<file path="src/video_decoder_ctrl_pkg.sv">
// shared offsets, reset values and counts for the decoder control registers
package video_decoder_ctrl_pkg;

  localparam int ADDR_W = 12;

  // register byte offsets
  localparam logic [11:0] OFF_ADC_INTERFACE_CTRL  = 12'h068;
  localparam logic [11:0] OFF_EVEN_FIELD_TIMING   = 12'h06c;
  localparam logic [11:0] OFF_WHITE_CRUSH_DOWN    = 12'h078;
  localparam logic [11:0] OFF_SOFT_RESET_COMMAND  = 12'h07c;
  localparam logic [11:0] OFF_TIMING_RAM_LOAD     = 12'h080;
  localparam logic [11:0] OFF_TIMING_GEN_CTRL     = 12'h084;
  localparam logic [11:0] OFF_ODD_FIELD_TIMING    = 12'h0ec;

  // reset values
  localparam logic [7:0] RST_ADC_INTERFACE_CTRL = 8'h82;
  localparam logic [7:0] RST_FIELD_TIMING       = 8'h00;
  localparam logic [7:0] RST_WHITE_CRUSH_DOWN   = 8'h7f;
  localparam logic [7:0] RST_TIMING_RAM_LOAD    = 8'h00;
  localparam logic [7:0] RST_TIMING_GEN_CTRL    = 8'h00;

  // converter interface register fields
  localparam int ADC_RSVD_HI_BIT      = 7;
  localparam int ADC_RSVD_LO_BIT      = 6;
  localparam int ADC_RSVD_ZERO_BIT    = 5;
  localparam int ADC_GAIN_DISABLE_BIT = 4;
  localparam int ADC_CLK_SLEEP_BIT    = 3;
  localparam int ADC_LUMA_SLEEP_BIT   = 2;
  localparam int ADC_CHROMA_SLEEP_BIT = 1;
  localparam int ADC_ADAPTIVE_BIT     = 0;

  // field timing register fields
  localparam int VTC_WIDTH_SEL_BIT = 7;
  localparam int VTC_FILTER_MSB    = 2;
  localparam logic [7:0] VTC_WRITE_MASK = 8'h87;

  // white crush register fields
  localparam int WC_VSYNC_SIGNAL_DETECTED_FLAG_BIT = 7;
  localparam int WC_RATE_BIT       = 6;
  localparam int WC_STEP_MSB       = 5;

  // timing generator control fields
  localparam int TG_ADDR_STEP_BIT  = 2;
  localparam int TG_ADDR_CLEAR_BIT = 1;
  localparam int TG_RUN_MODE_BIT   = 0;
  localparam logic [7:0] TG_WRITE_MASK = 8'h07;

  // horizontal reset pulse widths in pixel clocks
  localparam logic [6:0] HORIZONTAL_RESET_PULSE_WIDE_CYCLES   = 7'd64;
  localparam logic [6:0] HORIZONTAL_RESET_PULSE_NARROW_CYCLES = 7'd32;

  // timing ram and accumulator sizes
  localparam int TIMING_RAM_DEPTH = 256;
  localparam int CRUSH_ACC_W      = 12;

  // soft reset sequencer, one bit changes per step except apply back to idle
  typedef enum logic [1:0] {
    SR_IDLE  = 2'b00,
    SR_ARM   = 2'b01,
    SR_APPLY = 2'b11
  } soft_reset_state_t;

endpackage

</file>
<file path="src/video_decoder_ctrl_regs.sv">
// converter, field timing, soft reset, white crush and timing ram load registers
`timescale 1ns/1ps
module video_decoder_ctrl_regs
  import video_decoder_ctrl_pkg::*;
#(
  parameter int RAM_DEPTH = TIMING_RAM_DEPTH,
  parameter int RAM_AW    = $clog2(TIMING_RAM_DEPTH)
) (
  input  wire logic              i_clock,
  input  wire logic              i_rst,
  input  wire logic [ADDR_W-1:0] i_reg_addr,
  input  wire logic              i_reg_wr,
  input  wire logic              i_reg_rd,
  input  wire logic [7:0]        i_reg_wdata,
  input  wire logic              i_line_start,
  input  wire logic              i_field_end,
  input  wire logic              i_field_odd,
  output logic [7:0]             o_reg_rdata,
  output logic                   o_reg_rvalid,
  output logic                   o_converter_ref_drive,
  output logic                   o_decoder_clk_enable,
  output logic                   o_luma_sleep,
  output logic                   o_chroma_sleep,
  output logic                   o_adaptive_gain,
  output logic                   o_horizontal_reset_pulse_n,
  output logic [2:0]             o_vertical_filter_taps,
  output logic                   o_vsync_presence_enable,
  output logic                   o_crush_rate_select,
  output logic [CRUSH_ACC_W-1:0] o_crush_down_total,
  output logic                   o_timing_gen_run_mode,
  output logic [RAM_AW-1:0]      o_timing_ram_addr
);

  logic [7:0]        adc_reg;
  logic [7:0]        even_timing_reg;
  logic [7:0]        odd_timing_reg;
  logic [7:0]        crush_reg;
  logic [7:0]        tg_ctrl_reg;
  logic [7:0]        ram_mem [RAM_DEPTH];
  logic [7:0]        tg_ctrl_next;
  logic [7:0]        active_timing;
  logic              soft_clear;
  logic              clk_run;
  logic              wr_adc;
  logic              wr_even;
  logic              wr_odd;
  logic              wr_crush;
  logic              wr_soft;
  logic              wr_load;
  logic              wr_tg;
  logic              addr_step;
  logic              addr_clear;
  logic              horizontal_reset_pulse_n;
  logic [CRUSH_ACC_W-1:0] crush_total;
  soft_reset_state_t sr_state_reg;
  soft_reset_state_t sr_state_next;

  // register address match on a write strobe
  function automatic logic hit(input logic [ADDR_W-1:0] addr,
                               input logic [11:0]       offset);
    hit = (addr == offset);
  endfunction

  // write decode
  assign wr_adc   = i_reg_wr && hit(i_reg_addr, OFF_ADC_INTERFACE_CTRL);
  assign wr_even  = i_reg_wr && hit(i_reg_addr, OFF_EVEN_FIELD_TIMING);
  assign wr_odd   = i_reg_wr && hit(i_reg_addr, OFF_ODD_FIELD_TIMING);
  assign wr_crush = i_reg_wr && hit(i_reg_addr, OFF_WHITE_CRUSH_DOWN);
  assign wr_soft  = i_reg_wr && hit(i_reg_addr, OFF_SOFT_RESET_COMMAND);
  assign wr_load  = i_reg_wr && hit(i_reg_addr, OFF_TIMING_RAM_LOAD);
  assign wr_tg    = i_reg_wr && hit(i_reg_addr, OFF_TIMING_GEN_CTRL);

  // step and clear act on a rising edge of the written control bits
  assign tg_ctrl_next = i_reg_wdata & TG_WRITE_MASK;
  assign addr_step  = wr_tg && tg_ctrl_next[TG_ADDR_STEP_BIT]
                      && !tg_ctrl_reg[TG_ADDR_STEP_BIT];
  assign addr_clear = wr_tg && tg_ctrl_next[TG_ADDR_CLEAR_BIT]
                      && !tg_ctrl_reg[TG_ADDR_CLEAR_BIT];

  // soft reset: any data value arms, clear is applied two edges later
  always_comb begin
    sr_state_next = sr_state_reg;
    unique case (sr_state_reg)
      SR_IDLE:  if (wr_soft) sr_state_next = SR_ARM;
      SR_ARM:   sr_state_next = SR_APPLY;
      SR_APPLY: sr_state_next = wr_soft ? SR_ARM : SR_IDLE;
      default:  sr_state_next = SR_IDLE;
    endcase
  end

  // soft reset state
  always_ff @(posedge i_clock or posedge i_rst) begin
    if (i_rst) begin
      sr_state_reg <= SR_IDLE;
    end else begin
      sr_state_reg <= sr_state_next;
    end
  end

  assign soft_clear = (sr_state_reg == SR_APPLY);
  assign clk_run    = !adc_reg[ADC_CLK_SLEEP_BIT];

  // converter interface register, reserved bits held at their fixed values
  always_ff @(posedge i_clock or posedge i_rst) begin
    if (i_rst) begin
      adc_reg <= RST_ADC_INTERFACE_CTRL;
    end else if (soft_clear) begin
      adc_reg <= RST_ADC_INTERFACE_CTRL;
    end else if (wr_adc) begin
      adc_reg <= {2'b10, 1'b0, i_reg_wdata[4:0]};
    end
  end

  // field timing registers, reserved bits read zero
  always_ff @(posedge i_clock or posedge i_rst) begin
    if (i_rst) begin
      even_timing_reg <= RST_FIELD_TIMING;
      odd_timing_reg  <= RST_FIELD_TIMING;
    end else if (soft_clear) begin
      even_timing_reg <= RST_FIELD_TIMING;
      odd_timing_reg  <= RST_FIELD_TIMING;
    end else begin
      if (wr_even) begin
        even_timing_reg <= i_reg_wdata & VTC_WRITE_MASK;
      end
      if (wr_odd) begin
        odd_timing_reg <= i_reg_wdata & VTC_WRITE_MASK;
      end
    end
  end

  // white crush register, writable except in the cycle a soft clear is applied
  always_ff @(posedge i_clock or posedge i_rst) begin
    if (i_rst) begin
      crush_reg <= RST_WHITE_CRUSH_DOWN;
    end else if (soft_clear) begin
      crush_reg <= RST_WHITE_CRUSH_DOWN;
    end else if (wr_crush) begin
      crush_reg <= i_reg_wdata;
    end
  end

  // timing generator control bits
  always_ff @(posedge i_clock or posedge i_rst) begin
    if (i_rst) begin
      tg_ctrl_reg <= RST_TIMING_GEN_CTRL;
    end else if (soft_clear) begin
      tg_ctrl_reg <= RST_TIMING_GEN_CTRL;
    end else if (wr_tg) begin
      tg_ctrl_reg <= tg_ctrl_next;
    end
  end

  // timing ram byte location: clear, auto advance on load, manual step
  always_ff @(posedge i_clock or posedge i_rst) begin
    if (i_rst) begin
      o_timing_ram_addr <= '0;
    end else if (soft_clear || addr_clear) begin
      o_timing_ram_addr <= '0;
    end else if (wr_load && !tg_ctrl_reg[TG_RUN_MODE_BIT]) begin
      o_timing_ram_addr <= o_timing_ram_addr + 1'b1;
    end else if (addr_step) begin
      o_timing_ram_addr <= o_timing_ram_addr + 1'b1;
    end
  end

  // timing ram store at the location before the advance, only in load mode
  always_ff @(posedge i_clock) begin
    if (wr_load && !tg_ctrl_reg[TG_RUN_MODE_BIT] && !soft_clear && !addr_clear) begin
      ram_mem[o_timing_ram_addr] <= i_reg_wdata;
    end
  end

  // read data, one cycle after the read strobe; reads have no side effect
  always_ff @(posedge i_clock or posedge i_rst) begin
    if (i_rst) begin
      o_reg_rdata  <= 8'h00;
      o_reg_rvalid <= 1'b0;
    end else begin
      o_reg_rvalid <= i_reg_rd;
      if (i_reg_rd) begin
        unique case (i_reg_addr)
          OFF_ADC_INTERFACE_CTRL: o_reg_rdata <= adc_reg;
          OFF_EVEN_FIELD_TIMING:  o_reg_rdata <= even_timing_reg;
          OFF_ODD_FIELD_TIMING:   o_reg_rdata <= odd_timing_reg;
          OFF_WHITE_CRUSH_DOWN:   o_reg_rdata <= crush_reg;
          OFF_TIMING_RAM_LOAD:    o_reg_rdata <= ram_mem[o_timing_ram_addr];
          OFF_TIMING_GEN_CTRL:    o_reg_rdata <= tg_ctrl_reg;
          OFF_SOFT_RESET_COMMAND: o_reg_rdata <= 8'h00;
          default:                o_reg_rdata <= 8'h00;
        endcase
      end
    end
  end

  // field selects its own timing register
  assign active_timing = i_field_odd ? odd_timing_reg : even_timing_reg;

  // registered converter controls, one cycle behind the register
  // reset levels match the converter register default, so no glitch at release
  always_ff @(posedge i_clock or posedge i_rst) begin
    if (i_rst) begin
      o_converter_ref_drive   <= 1'b1;
      o_decoder_clk_enable    <= 1'b1;
      o_luma_sleep            <= 1'b0;
      o_chroma_sleep          <= 1'b1;
      o_adaptive_gain         <= 1'b0;
    end else begin
      o_converter_ref_drive   <= !adc_reg[ADC_GAIN_DISABLE_BIT];
      o_decoder_clk_enable    <= clk_run;
      o_luma_sleep            <= adc_reg[ADC_LUMA_SLEEP_BIT];
      o_chroma_sleep          <= adc_reg[ADC_CHROMA_SLEEP_BIT];
      o_adaptive_gain         <= adc_reg[ADC_ADAPTIVE_BIT];
    end
  end

  // registered filter code of the current field
  // follows the field flag, so a field change shows one cycle later
  always_ff @(posedge i_clock or posedge i_rst) begin
    if (i_rst) begin
      o_vertical_filter_taps  <= 3'h0;
    end else begin
      o_vertical_filter_taps  <= active_timing[VTC_FILTER_MSB:0];
    end
  end

  // registered white crush controls
  always_ff @(posedge i_clock or posedge i_rst) begin
    if (i_rst) begin
      o_vsync_presence_enable <= 1'b0;
      o_crush_rate_select     <= 1'b1;
    end else begin
      o_vsync_presence_enable <= crush_reg[WC_VSYNC_SIGNAL_DETECTED_FLAG_BIT];
      o_crush_rate_select     <= crush_reg[WC_RATE_BIT];
    end
  end

  // registered timing generator mode
  // loads are gated by the register bit itself, not by this delayed copy
  always_ff @(posedge i_clock or posedge i_rst) begin
    if (i_rst) begin
      o_timing_gen_run_mode   <= 1'b0;
    end else begin
      o_timing_gen_run_mode   <= tg_ctrl_reg[TG_RUN_MODE_BIT];
    end
  end

  // horizontal reset pulse, held while the decoder clock is stopped
  horizontal_reset_pulse_pulse_gen u_horizontal_reset_pulse (
    .i_clock      (i_clock),
    .i_rst        (i_rst),
    .i_enable     (clk_run),
    .i_line_start (i_line_start),
    .i_narrow     (active_timing[VTC_WIDTH_SEL_BIT]),
    .o_pulse_n    (horizontal_reset_pulse_n)
  );

  assign o_horizontal_reset_pulse_n = horizontal_reset_pulse_n;

  // white crush down-step accumulation
  crush_accum #(
    .ACC_W (CRUSH_ACC_W)
  ) u_crush (
    .i_clock     (i_clock),
    .i_rst       (i_rst),
    .i_enable    (clk_run),
    .i_clear     (soft_clear),
    .i_field_end (i_field_end),
    .i_field_odd (i_field_odd),
    .i_per_frame (crush_reg[WC_RATE_BIT]),
    .i_down_step (crush_reg[WC_STEP_MSB:0]),
    .o_total     (crush_total)
  );

  assign o_crush_down_total = crush_total;

endmodule

</file>
<file path="src/horizontal_reset_pulse_pulse_gen.sv">
// active-low horizontal reset pulse of selectable width
`timescale 1ns/1ps
module horizontal_reset_pulse_pulse_gen
  import video_decoder_ctrl_pkg::*;
(
  input  wire logic i_clock,
  input  wire logic i_rst,
  input  wire logic i_enable,
  input  wire logic i_line_start,
  input  wire logic i_narrow,
  output logic      o_pulse_n
);

  logic [6:0] count_reg;

  // load the width on line start, count down while enabled
  always_ff @(posedge i_clock or posedge i_rst) begin
    if (i_rst) begin
      count_reg <= 7'h00;
      o_pulse_n <= 1'b1;
    end else if (i_enable) begin
      if (i_line_start) begin
        count_reg <= (i_narrow ? HORIZONTAL_RESET_PULSE_NARROW_CYCLES : HORIZONTAL_RESET_PULSE_WIDE_CYCLES) - 7'd1;
        o_pulse_n <= 1'b0;
      end else if (count_reg != 7'h00) begin
        count_reg <= count_reg - 7'd1;
      end else begin
        o_pulse_n <= 1'b1;
      end
    end
  end

endmodule

</file>
<file path="src/crush_accum.sv">
// accumulates the negative white-crush down step per field or per frame
`timescale 1ns/1ps
module crush_accum
  import video_decoder_ctrl_pkg::*;
#(
  parameter int ACC_W = CRUSH_ACC_W
) (
  input  wire logic             i_clock,
  input  wire logic             i_rst,
  input  wire logic             i_enable,
  input  wire logic             i_clear,
  input  wire logic             i_field_end,
  input  wire logic             i_field_odd,
  input  wire logic             i_per_frame,
  input  wire logic [5:0]       i_down_step,
  output logic [ACC_W-1:0]      o_total
);

  logic             step_now;
  logic [ACC_W:0]   sum;
  logic [ACC_W-1:0] step_ext;

  // step code read as negative: 3f is -1, 00 is -64
  assign step_ext = {{(ACC_W-6){1'b1}}, i_down_step};
  assign step_now = i_enable && i_field_end && (!i_per_frame || i_field_odd);
  assign sum      = {o_total[ACC_W-1], o_total} + {step_ext[ACC_W-1], step_ext};

  // add each step, clamp at the most negative value
  always_ff @(posedge i_clock or posedge i_rst) begin
    if (i_rst) begin
      o_total <= '0;
    end else if (i_clear) begin
      o_total <= '0;
    end else if (step_now) begin
      if (sum[ACC_W] != sum[ACC_W-1]) begin
        o_total <= {1'b1, {(ACC_W-1){1'b0}}};
      end else begin
        o_total <= sum[ACC_W-1:0];
      end
    end
  end

endmodule

</file>
<file path="config.mk">
export PLATFORM = sky130hd
export DESIGN_NAME = video_decoder_ctrl_regs
export DESIGN_NICKNAME = d
export VERILOG_FILES = /design/src/video_decoder_ctrl_pkg.sv /design/src/video_decoder_ctrl_regs.sv /design/src/horizontal_reset_pulse_pulse_gen.sv /design/src/crush_accum.sv
export SDC_FILE = /design/constraint.sdc
export NUM_CORES = 2
export LEC_CHECK = 0
export ABC_CLOCK_PERIOD_IN_PS = 4500
export BUFFER_PORTS_ARGS = -buffer_cell sky130_fd_sc_hd__buf_2
export CORE_MARGIN = 2
export CORE_UTILIZATION = 35
export CTS_BUF_LIST = sky130_fd_sc_hd__clkbuf_2 sky130_fd_sc_hd__clkbuf_4 sky130_fd_sc_hd__clkbuf_8
export DETAILED_ROUTE_END_ITERATION = 7
export PLACE_DENSITY = 0.49
export SLEW_MARGIN = 25
export SYNTH_ARGS = -nofsm -noshare
export SYNTH_HDL_FRONTEND = slang
export SYNTH_SLANG_ARGS = --single-unit
</file>
<file path="constraint.sdc">
create_clock -name i_clock -period 4.5 [get_ports i_clock]
set_input_delay 0.675 -clock i_clock [delete_from_list [all_inputs] [get_ports i_clock]]
set_output_delay 0.675 -clock i_clock [all_outputs]
set_load 0.05 [all_outputs]
</file>
# Yosys cells after proc, flatten, opt, wreduce, memory -nomap -nowiden
# Memory sizes are Yosys's and may differ from the RTL's.
# Cells that the tools add are included.
[word_totals]
latch_bits = 0
rom_bits = 0
elab_cells = 105
register_bits = 90
memories = 1
mem_bits_rw = 2048
[memory_table]
columns = ["memory", "words", "word_bits", "read_ports", "rd_clocked_by_memory_dff", "wr", "line_no", "rtl"]
rows = [
  ["ram_mem", 256, 8, 1, 0, 1, "video_decoder_ctrl_regs.sv:39", "logic [7:0] ram_mem [RAM_DEPTH];"],
]
[classes]
addsub = 4
eq_ne = 12
n_mul = 0
n_reduce_logical = 38
n_lt_le_gt_ge = 0
div_mod_pow = 0
mux = 28
n_bitwise = 1
n_shift = 0
[ops]
columns = ["op", "n"]
rows = [
  ["two-way mux 8 bit", 14],
  ["equality test 12 x 7 -> 1 bit, second input constant", 4],
  ["one-hot mux 8 bit (6 select lines)", 1],
  ["equality test 12 x 8 -> 1 bit, second input constant", 3],
  ["two-way mux 12 bit", 3],
  ["two-way mux 7 bit", 3],
  ["logical AND 1 bit", 16],
  ["nonzero test 2 bit", 7],
  ["subtractor 7 x 1 -> 7 bit, second input constant", 2],
  ["adder 12 x 7 -> 13 bit", 1],
  ["adder 8 x 1 -> 8 bit, second input constant", 1],
  ["zero test 1 bit", 8],
  ["nonzero test 7 bit", 1],
  ["one-hot mux 2 bit (3 select lines)", 1],
  ["two-way mux 1 bit", 5],
  ["inequality test 2 bit, second input constant", 2],
  ["AND reduction 2 bit", 2],
  ["nonzero test 3 bit", 1],
  ["equality test 2 x 1 -> 1 bit, second input constant", 1],
  ["equality test 2 bit, second input constant", 1],
  ["zero test 2 bit", 1],
  ["logical OR 1 bit", 2],
  ["two-way mux 2 bit", 1],
  ["inequality test 1 bit", 1],
  ["inverter 1 bit", 1],
]

# Logic depth before layout (Yosys ltp)
[depth]
ltp_word = 8
mapped_depth = 14

# Modules after synthesis
# From an unflattened synthesis, not the netlist that was laid out.
[hier_totals]
hier_cells = 4329
hier_area_um2 = 83095.9
[modules_own_cells]
columns = ["module", "area_each_um2", "cells_per_inst", "instances", "seq_area_each_um2"]
rows = [
  ["video_decoder_ctrl_regs", 81807.2, 4200, 1, 62865.3],
  ["crush_accum", 815.8, 79, 1, 300.3],
  ["horizontal_reset_pulse_pulse_gen", 473.0, 50, 1, 201.4],
]

# Worst setup path before layout
# Ideal clock, no wire load.
[synth_path]
kind = "register to register"
startpoint = "register u_crush.o_total[0]"
endpoint = "register u_crush.o_total[9]"
stages_incl_launch_ff = 13
period_less_slack_ps = 3540
t_arrival_ps = 3458
slack_ps = 960
t_required_ps = 4418
cell_sequence = "dfrtp_1 > ha_1 > fa_1 > a21o_1 > a21oi_1 > o21bai_1 > a21boi_0 > a21oi_1 > ha_1 > buf_1 > or3_1 > or3_1 > a31oi_1"
[synth_between]
elab_chain_len = 5
[synth_lines]
columns = ["item", "line_no", "rtl"]
rows = [
  ["start: declaration", "crush_accum.sv:16", "output logic [ACC_W-1:0] o_total"],
  ["start signal: assignment", "crush_accum.sv:36", "o_total <= {1'b1, {(ACC_W-1){1'b0}}};"],
  ["start signal: assignment", "crush_accum.sv:38", "o_total <= sum[ACC_W-1:0];"],
  ["adder 12 x 7 -> 13 bit (*)", "crush_accum.sv:26", "assign sum = {o_total[ACC_W-1], o_total} + {step_ext[ACC_W-1], step_ext};"],
  ["inequality test 1 bit", "crush_accum.sv:35", "if (sum[ACC_W] != sum[ACC_W-1]) begin"],
  ["two-way mux 12 bit (*)", "crush_accum.sv:35", ""],
  ["two-way mux 12 bit (*)", "crush_accum.sv:34", "end else if (step_now) begin"],
  ["two-way mux 12 bit (*)", "crush_accum.sv:32", "end else if (i_clear) begin"],
]
# Every way passes the cells marked *; elsewhere a longest branch is shown, timed or not. The select of a mux whose other input is x is not followed.
# A chain may end at the register's enable or synchronous reset.

# Final worst setup path
[layout_path]
startpoint = "register o_timing_ram_addr[0]"
endpoint = "register o_reg_rdata[4]"
[layout_between]
elab_chain_len = 2
[layout_lines]
columns = ["item", "line_no", "rtl"]
rows = [
  ["start: declaration", "video_decoder_ctrl_regs.sv:31", "output logic [RAM_AW-1:0] o_timing_ram_addr"],
  ["start signal: assignment", "video_decoder_ctrl_regs.sv:161", "o_timing_ram_addr <= o_timing_ram_addr + 1'b1;"],
  ["start signal: assignment", "video_decoder_ctrl_regs.sv:163", "o_timing_ram_addr <= o_timing_ram_addr + 1'b1;"],
  ["memory read (256 x 8 bit)", "-", ""],
  ["one-hot mux 8 bit (6 select lines)", "video_decoder_ctrl_regs.sv:182", "unique case (i_reg_addr)"],
  ["end signal: assignment", "video_decoder_ctrl_regs.sv:183", "OFF_ADC_INTERFACE_CTRL: o_reg_rdata <= adc_reg;"],
  ["end signal: assignment", "video_decoder_ctrl_regs.sv:184", "OFF_EVEN_FIELD_TIMING: o_reg_rdata <= even_timing_reg;"],
  ["end signal: assignment", "video_decoder_ctrl_regs.sv:185", "OFF_ODD_FIELD_TIMING: o_reg_rdata <= odd_timing_reg;"],
  ["end: declaration", "video_decoder_ctrl_regs.sv:18", "output logic [7:0] o_reg_rdata,"],
]
# No other way between the ends.

==> run_results.csv <==
group,metric,value,unit
critical_path,arrival,5.14,ns
timing,finalHoldViolCount,0,
cells_and_area,largest_reg_flops,2048,
status,status,"complete, no violations",
detailed_routing,wl_per_cell,29.7,um
clock_network,clkSinkCount,2122,
synthesis,ys_top_cells_by_count,"edfxtp_1 (2048), mux4_2 (428), nor2_1 (330)",
critical_path,worstSetupStartpointType,"flop",
synthesis,synth_top_flop_cell,"edfxtp_1",
synthesis,synth.area.top_cells,"edfxtp_1 (74%), mux4_2 (12%), mux2i_1 (2.4%)",
global_routing,grt_usage,0.200,
detailed_routing,drt_iter0_drc,4266,
clock_network,numCtsBuffers,368,
placement,place_hpwl,154000,um
timing,setup_viol_count_final,0,
clock_network,clkTransAtPathRegs,0.06,ns
clock_network,cts.path.max_buffers,4,
timing,fin_ws,0.265,ns
cells_and_area,multi_input_area,0.0185,mm2
detailed_routing,detail-route-antenna-nets,0,
global_routing,grt_pass1_wl,346000,um
placement,place_ws,0.259,ns
critical_path,crit_buf_inv,3,
critical_path,crit_chain,"buf_12, inv_2, buf_4, nor2_1, a22oi_1, and3_1, nand4_1, o21ai_0, nand3_1",
synthesis,synth_nets,4215,
critical_path,required,5.41,ns
synthesis,synth_most_common_cell,"edfxtp_1",
timing,tns,0,ns
cells_and_area,seq_area,0.0634,mm2
timing,clock_skew,0.0541,ns
timing,max_slew_margin,0.279,
cells_and_area,reg_top3,"ram_mem x2048, u_crush.o_total x12",
synthesis,yosysWarnings,0,
synthesis,synth.avg_cell_area,19.9,um2
synthesis,synth-async-reset-ratio,0.0349,
timing,slew_viol_final,0,
global_routing,first_global_vias,45307,
die,die_h,491,um
detailed_routing,routed_wirelength,245000,um
placement,gp_congestion,0.840,
die,pin_count,68,
pwr,power_density,408,mW/mm2
job,cap_violations,0,
synthesis,syn_inst,4175,
cells_and_area,drive_above_1_share,0.305,
global_routing,grt_max_degree,123,
clock_network,root_buffer,"clkbuf_8",
pwr,ir_drop,0.000254,V
critical_path,max_stage_delay,0.75,ns
clock_network,tritoncts,"yes",
die,start_util,0.353,
synthesis,synth_edf_count,2048,
detailed_routing,drc_errors,0,
detailed_routing,first_pass_iters,5,
timing,worst_slew_pin_slew,1.08,ns
cells_and_area,largest-register,"ram_mem",
pwr,p_leak,30.5,nW
synthesis,synth_top_area_cell,"edfxtp_1",
critical_path,cp_max_fo,24,
detailed_routing,via_per_inst,5.40,
global_routing,antenna_found_initial,18,
global_routing,overflow,0,
clock_network,clock_latency,1.05,ns
cells_and_area,areaGrowthSynthToFinish,16.6,%
die,dieArea,0.241,mm2
critical_path,end_kind,"flop",
critical_path,slowest_stage,"dfrtp_4",
die,core_area,0.236,mm2
cells_and_area,layout.nets,4868,
placement,io_buffers,67,
clock_network,ctsResizeCount,0,
die,row_count,178,
cells_and_area,stdcell_count,8225,
synthesis,yosysTopAreaCellShare,0.740,
critical_path,crit_type,"flop to flop",
worst_hold_path,worstHoldPathType,"input port to flop",
synthesis,synth_seq_cells,2122,
synthesis,synthDistinctLibCells,75,
synthesis,synthesis.area,0.0831,mm2
critical_path,cp_top_family,"buffers and inverters",
cells_and_area,n_fill_cell,21268,
timing,min_period,4.23,ns
clock_network,htree_levels,5,
synthesis,ys_seq_area_frac,0.763,
die,die-width,491,um
timing,timing.fmax,236,MHz
detailed_routing,vias,44380,
placement,dp_cells,7600,
timing,finalCritPeriodShare,0.941,
timing,rsz0062_at_grt,"no",
[layout by cell type (no fill, tap or decap), types with 20 or more instances in the layout]
| cell | synthesis | final |
|---|---|---|
| nand2_1 | 121 | 121 |
| edfxtp_1 | 2048 | 2048 |
| nor3_1 | 26 | 24 |
| clkbuf_4 | 0 | 121 |
| o22ai_1 | 24 | 24 |
| o21ai_0 | 47 | 47 |
| buf_4 | 32 | 422 |
| nand3_1 | 101 | 101 |
| nor2_1 | 330 | 327 |
| mux2i_1 | 198 | 198 |
| nand4_1 | 28 | 28 |
| clkinv_2 | 0 | 20 |
| a21oi_1 | 75 | 75 |
| mux4_2 | 428 | 428 |
| buf_2 | 74 | 59 |
| and3_1 | 24 | 24 |
| dfrtp_1 | 61 | 55 |
| clkbuf_8 | 0 | 381 |
| clkinv_1 | 2 | 80 |
| a22oi_1 | 114 | 114 |
| a22o_1 | 23 | 23 |
| buf_12 | 1 | 31 |
| a221oi_1 | 31 | 31 |
[report_power, final]
group / leakage (nW) / switching [W] / internal (W)
Sequential: 19.3 / 0.0000652 / 0.0217
Clock: 3.57 / 0.00762 / 0.00898
Combinational: 7.61 / 0.000843 / 0.000307
Total: 30.5 / 0.00853 / 0.0310
[worst register-to-register path, stage by stage, from the launching register on]
cell,delay (ns)
dfrtp_4,0.75
buf_12,0.32
inv_2,0.50
buf_4,0.43
nor2_1,0.24
a22oi_1,0.58
and3_1,0.32
nand4_1,0.33
o21ai_0,0.49
nand3_1,0.13
[path summary, 6_finish.rpt]
check / start / end / slack (ns) / cells past startpoint
min in group asynchronous: i_rst / u_crush.o_total[1]$_DFFE_PP0P_ / 0.30 / 3
max in group asynchronous: i_rst / o_decoder_clk_enable$_DFF_PP1_ / 3.32 / 4
setup reg to reg: o_timing_ram_addr[0]$_DFFE_PP0P_ / o_reg_rdata[4]$_DFFE_PP0P_ / 0.27 / 9
setup / recovery: o_timing_ram_addr[0]$_DFFE_PP0P_ / o_reg_rdata[4]$_DFFE_PP0P_ / 0.27 / 9
hold / removal: i_reg_wdata[7] / ram_mem[190][7]$_DFFE_PP_ / 0.06 / 1
hold reg to reg: crush_reg[7]$_DFFE_PP0P_ / o_vsync_presence_enable$_DFF_PP0_ / 0.41 / 0
[area by class of cell]
type,instances,share of cell area
Timing Repair Buffer,528,0.0444
Sequential cell,2122,0.654
Clock buffer,502,0.0635
Clock inverter,109,0.00589
Multi-Input combinational cell,1794,0.190
Inverter,14,0.000568
Antenna cell,6,0.000155
Tap cell,3150,0.0407
[cells by family (layout without fill, tap and decap cells)]
group,Yosys count,after routing,synth area share
DFF,2122,2122,0.763
and+or+nand+nor,709,709,0.0388
muxes,652,652,0.145
AOI/OAI and AO/OA,411,411,0.0346
buffers and inverters,259,1153,0.0160
adders and majority gates,13,13,0.00205
xor gates and xnor gates,9,9,0.000949
other,0,6,0
[metrics by stage]
stage	area, um2	hold slack [ns]	power [W]	util
floorplan	83100	0.360	0.0228	-
global placement	90000	0.382	0.0233	0.382
detailed placement	90000	0.383	0.0234	0.382
CTS	96800	0.0676	0.0400	0.411
global route	96900	0.00271	0.0409	0.411
finish	96900	0.0627	0.0395	0.411
[what timing repair did]
| item | in CTS | in global routing |
|---|---|---|
| setup endpoints to repair | 0 | 0 |
| buffers inserted | 0 | 0 |
| endpoints found under the hold margin | 51 | 0 |
| hold buffers | 7 | 0 |
[layer usage]
layer	global-route usage	part of all wire	routed length, um	up-vias
li1	-	-	-	18552
met1	0.281	0.43	106000	23784
met2	0.317	0.47	116000	1638
met3	0.0424	0.069	16900	400
met4	0.0522	0.024	5920	6
met5	0	0.00017	41	-
Power figures use the tool's default switching activity.
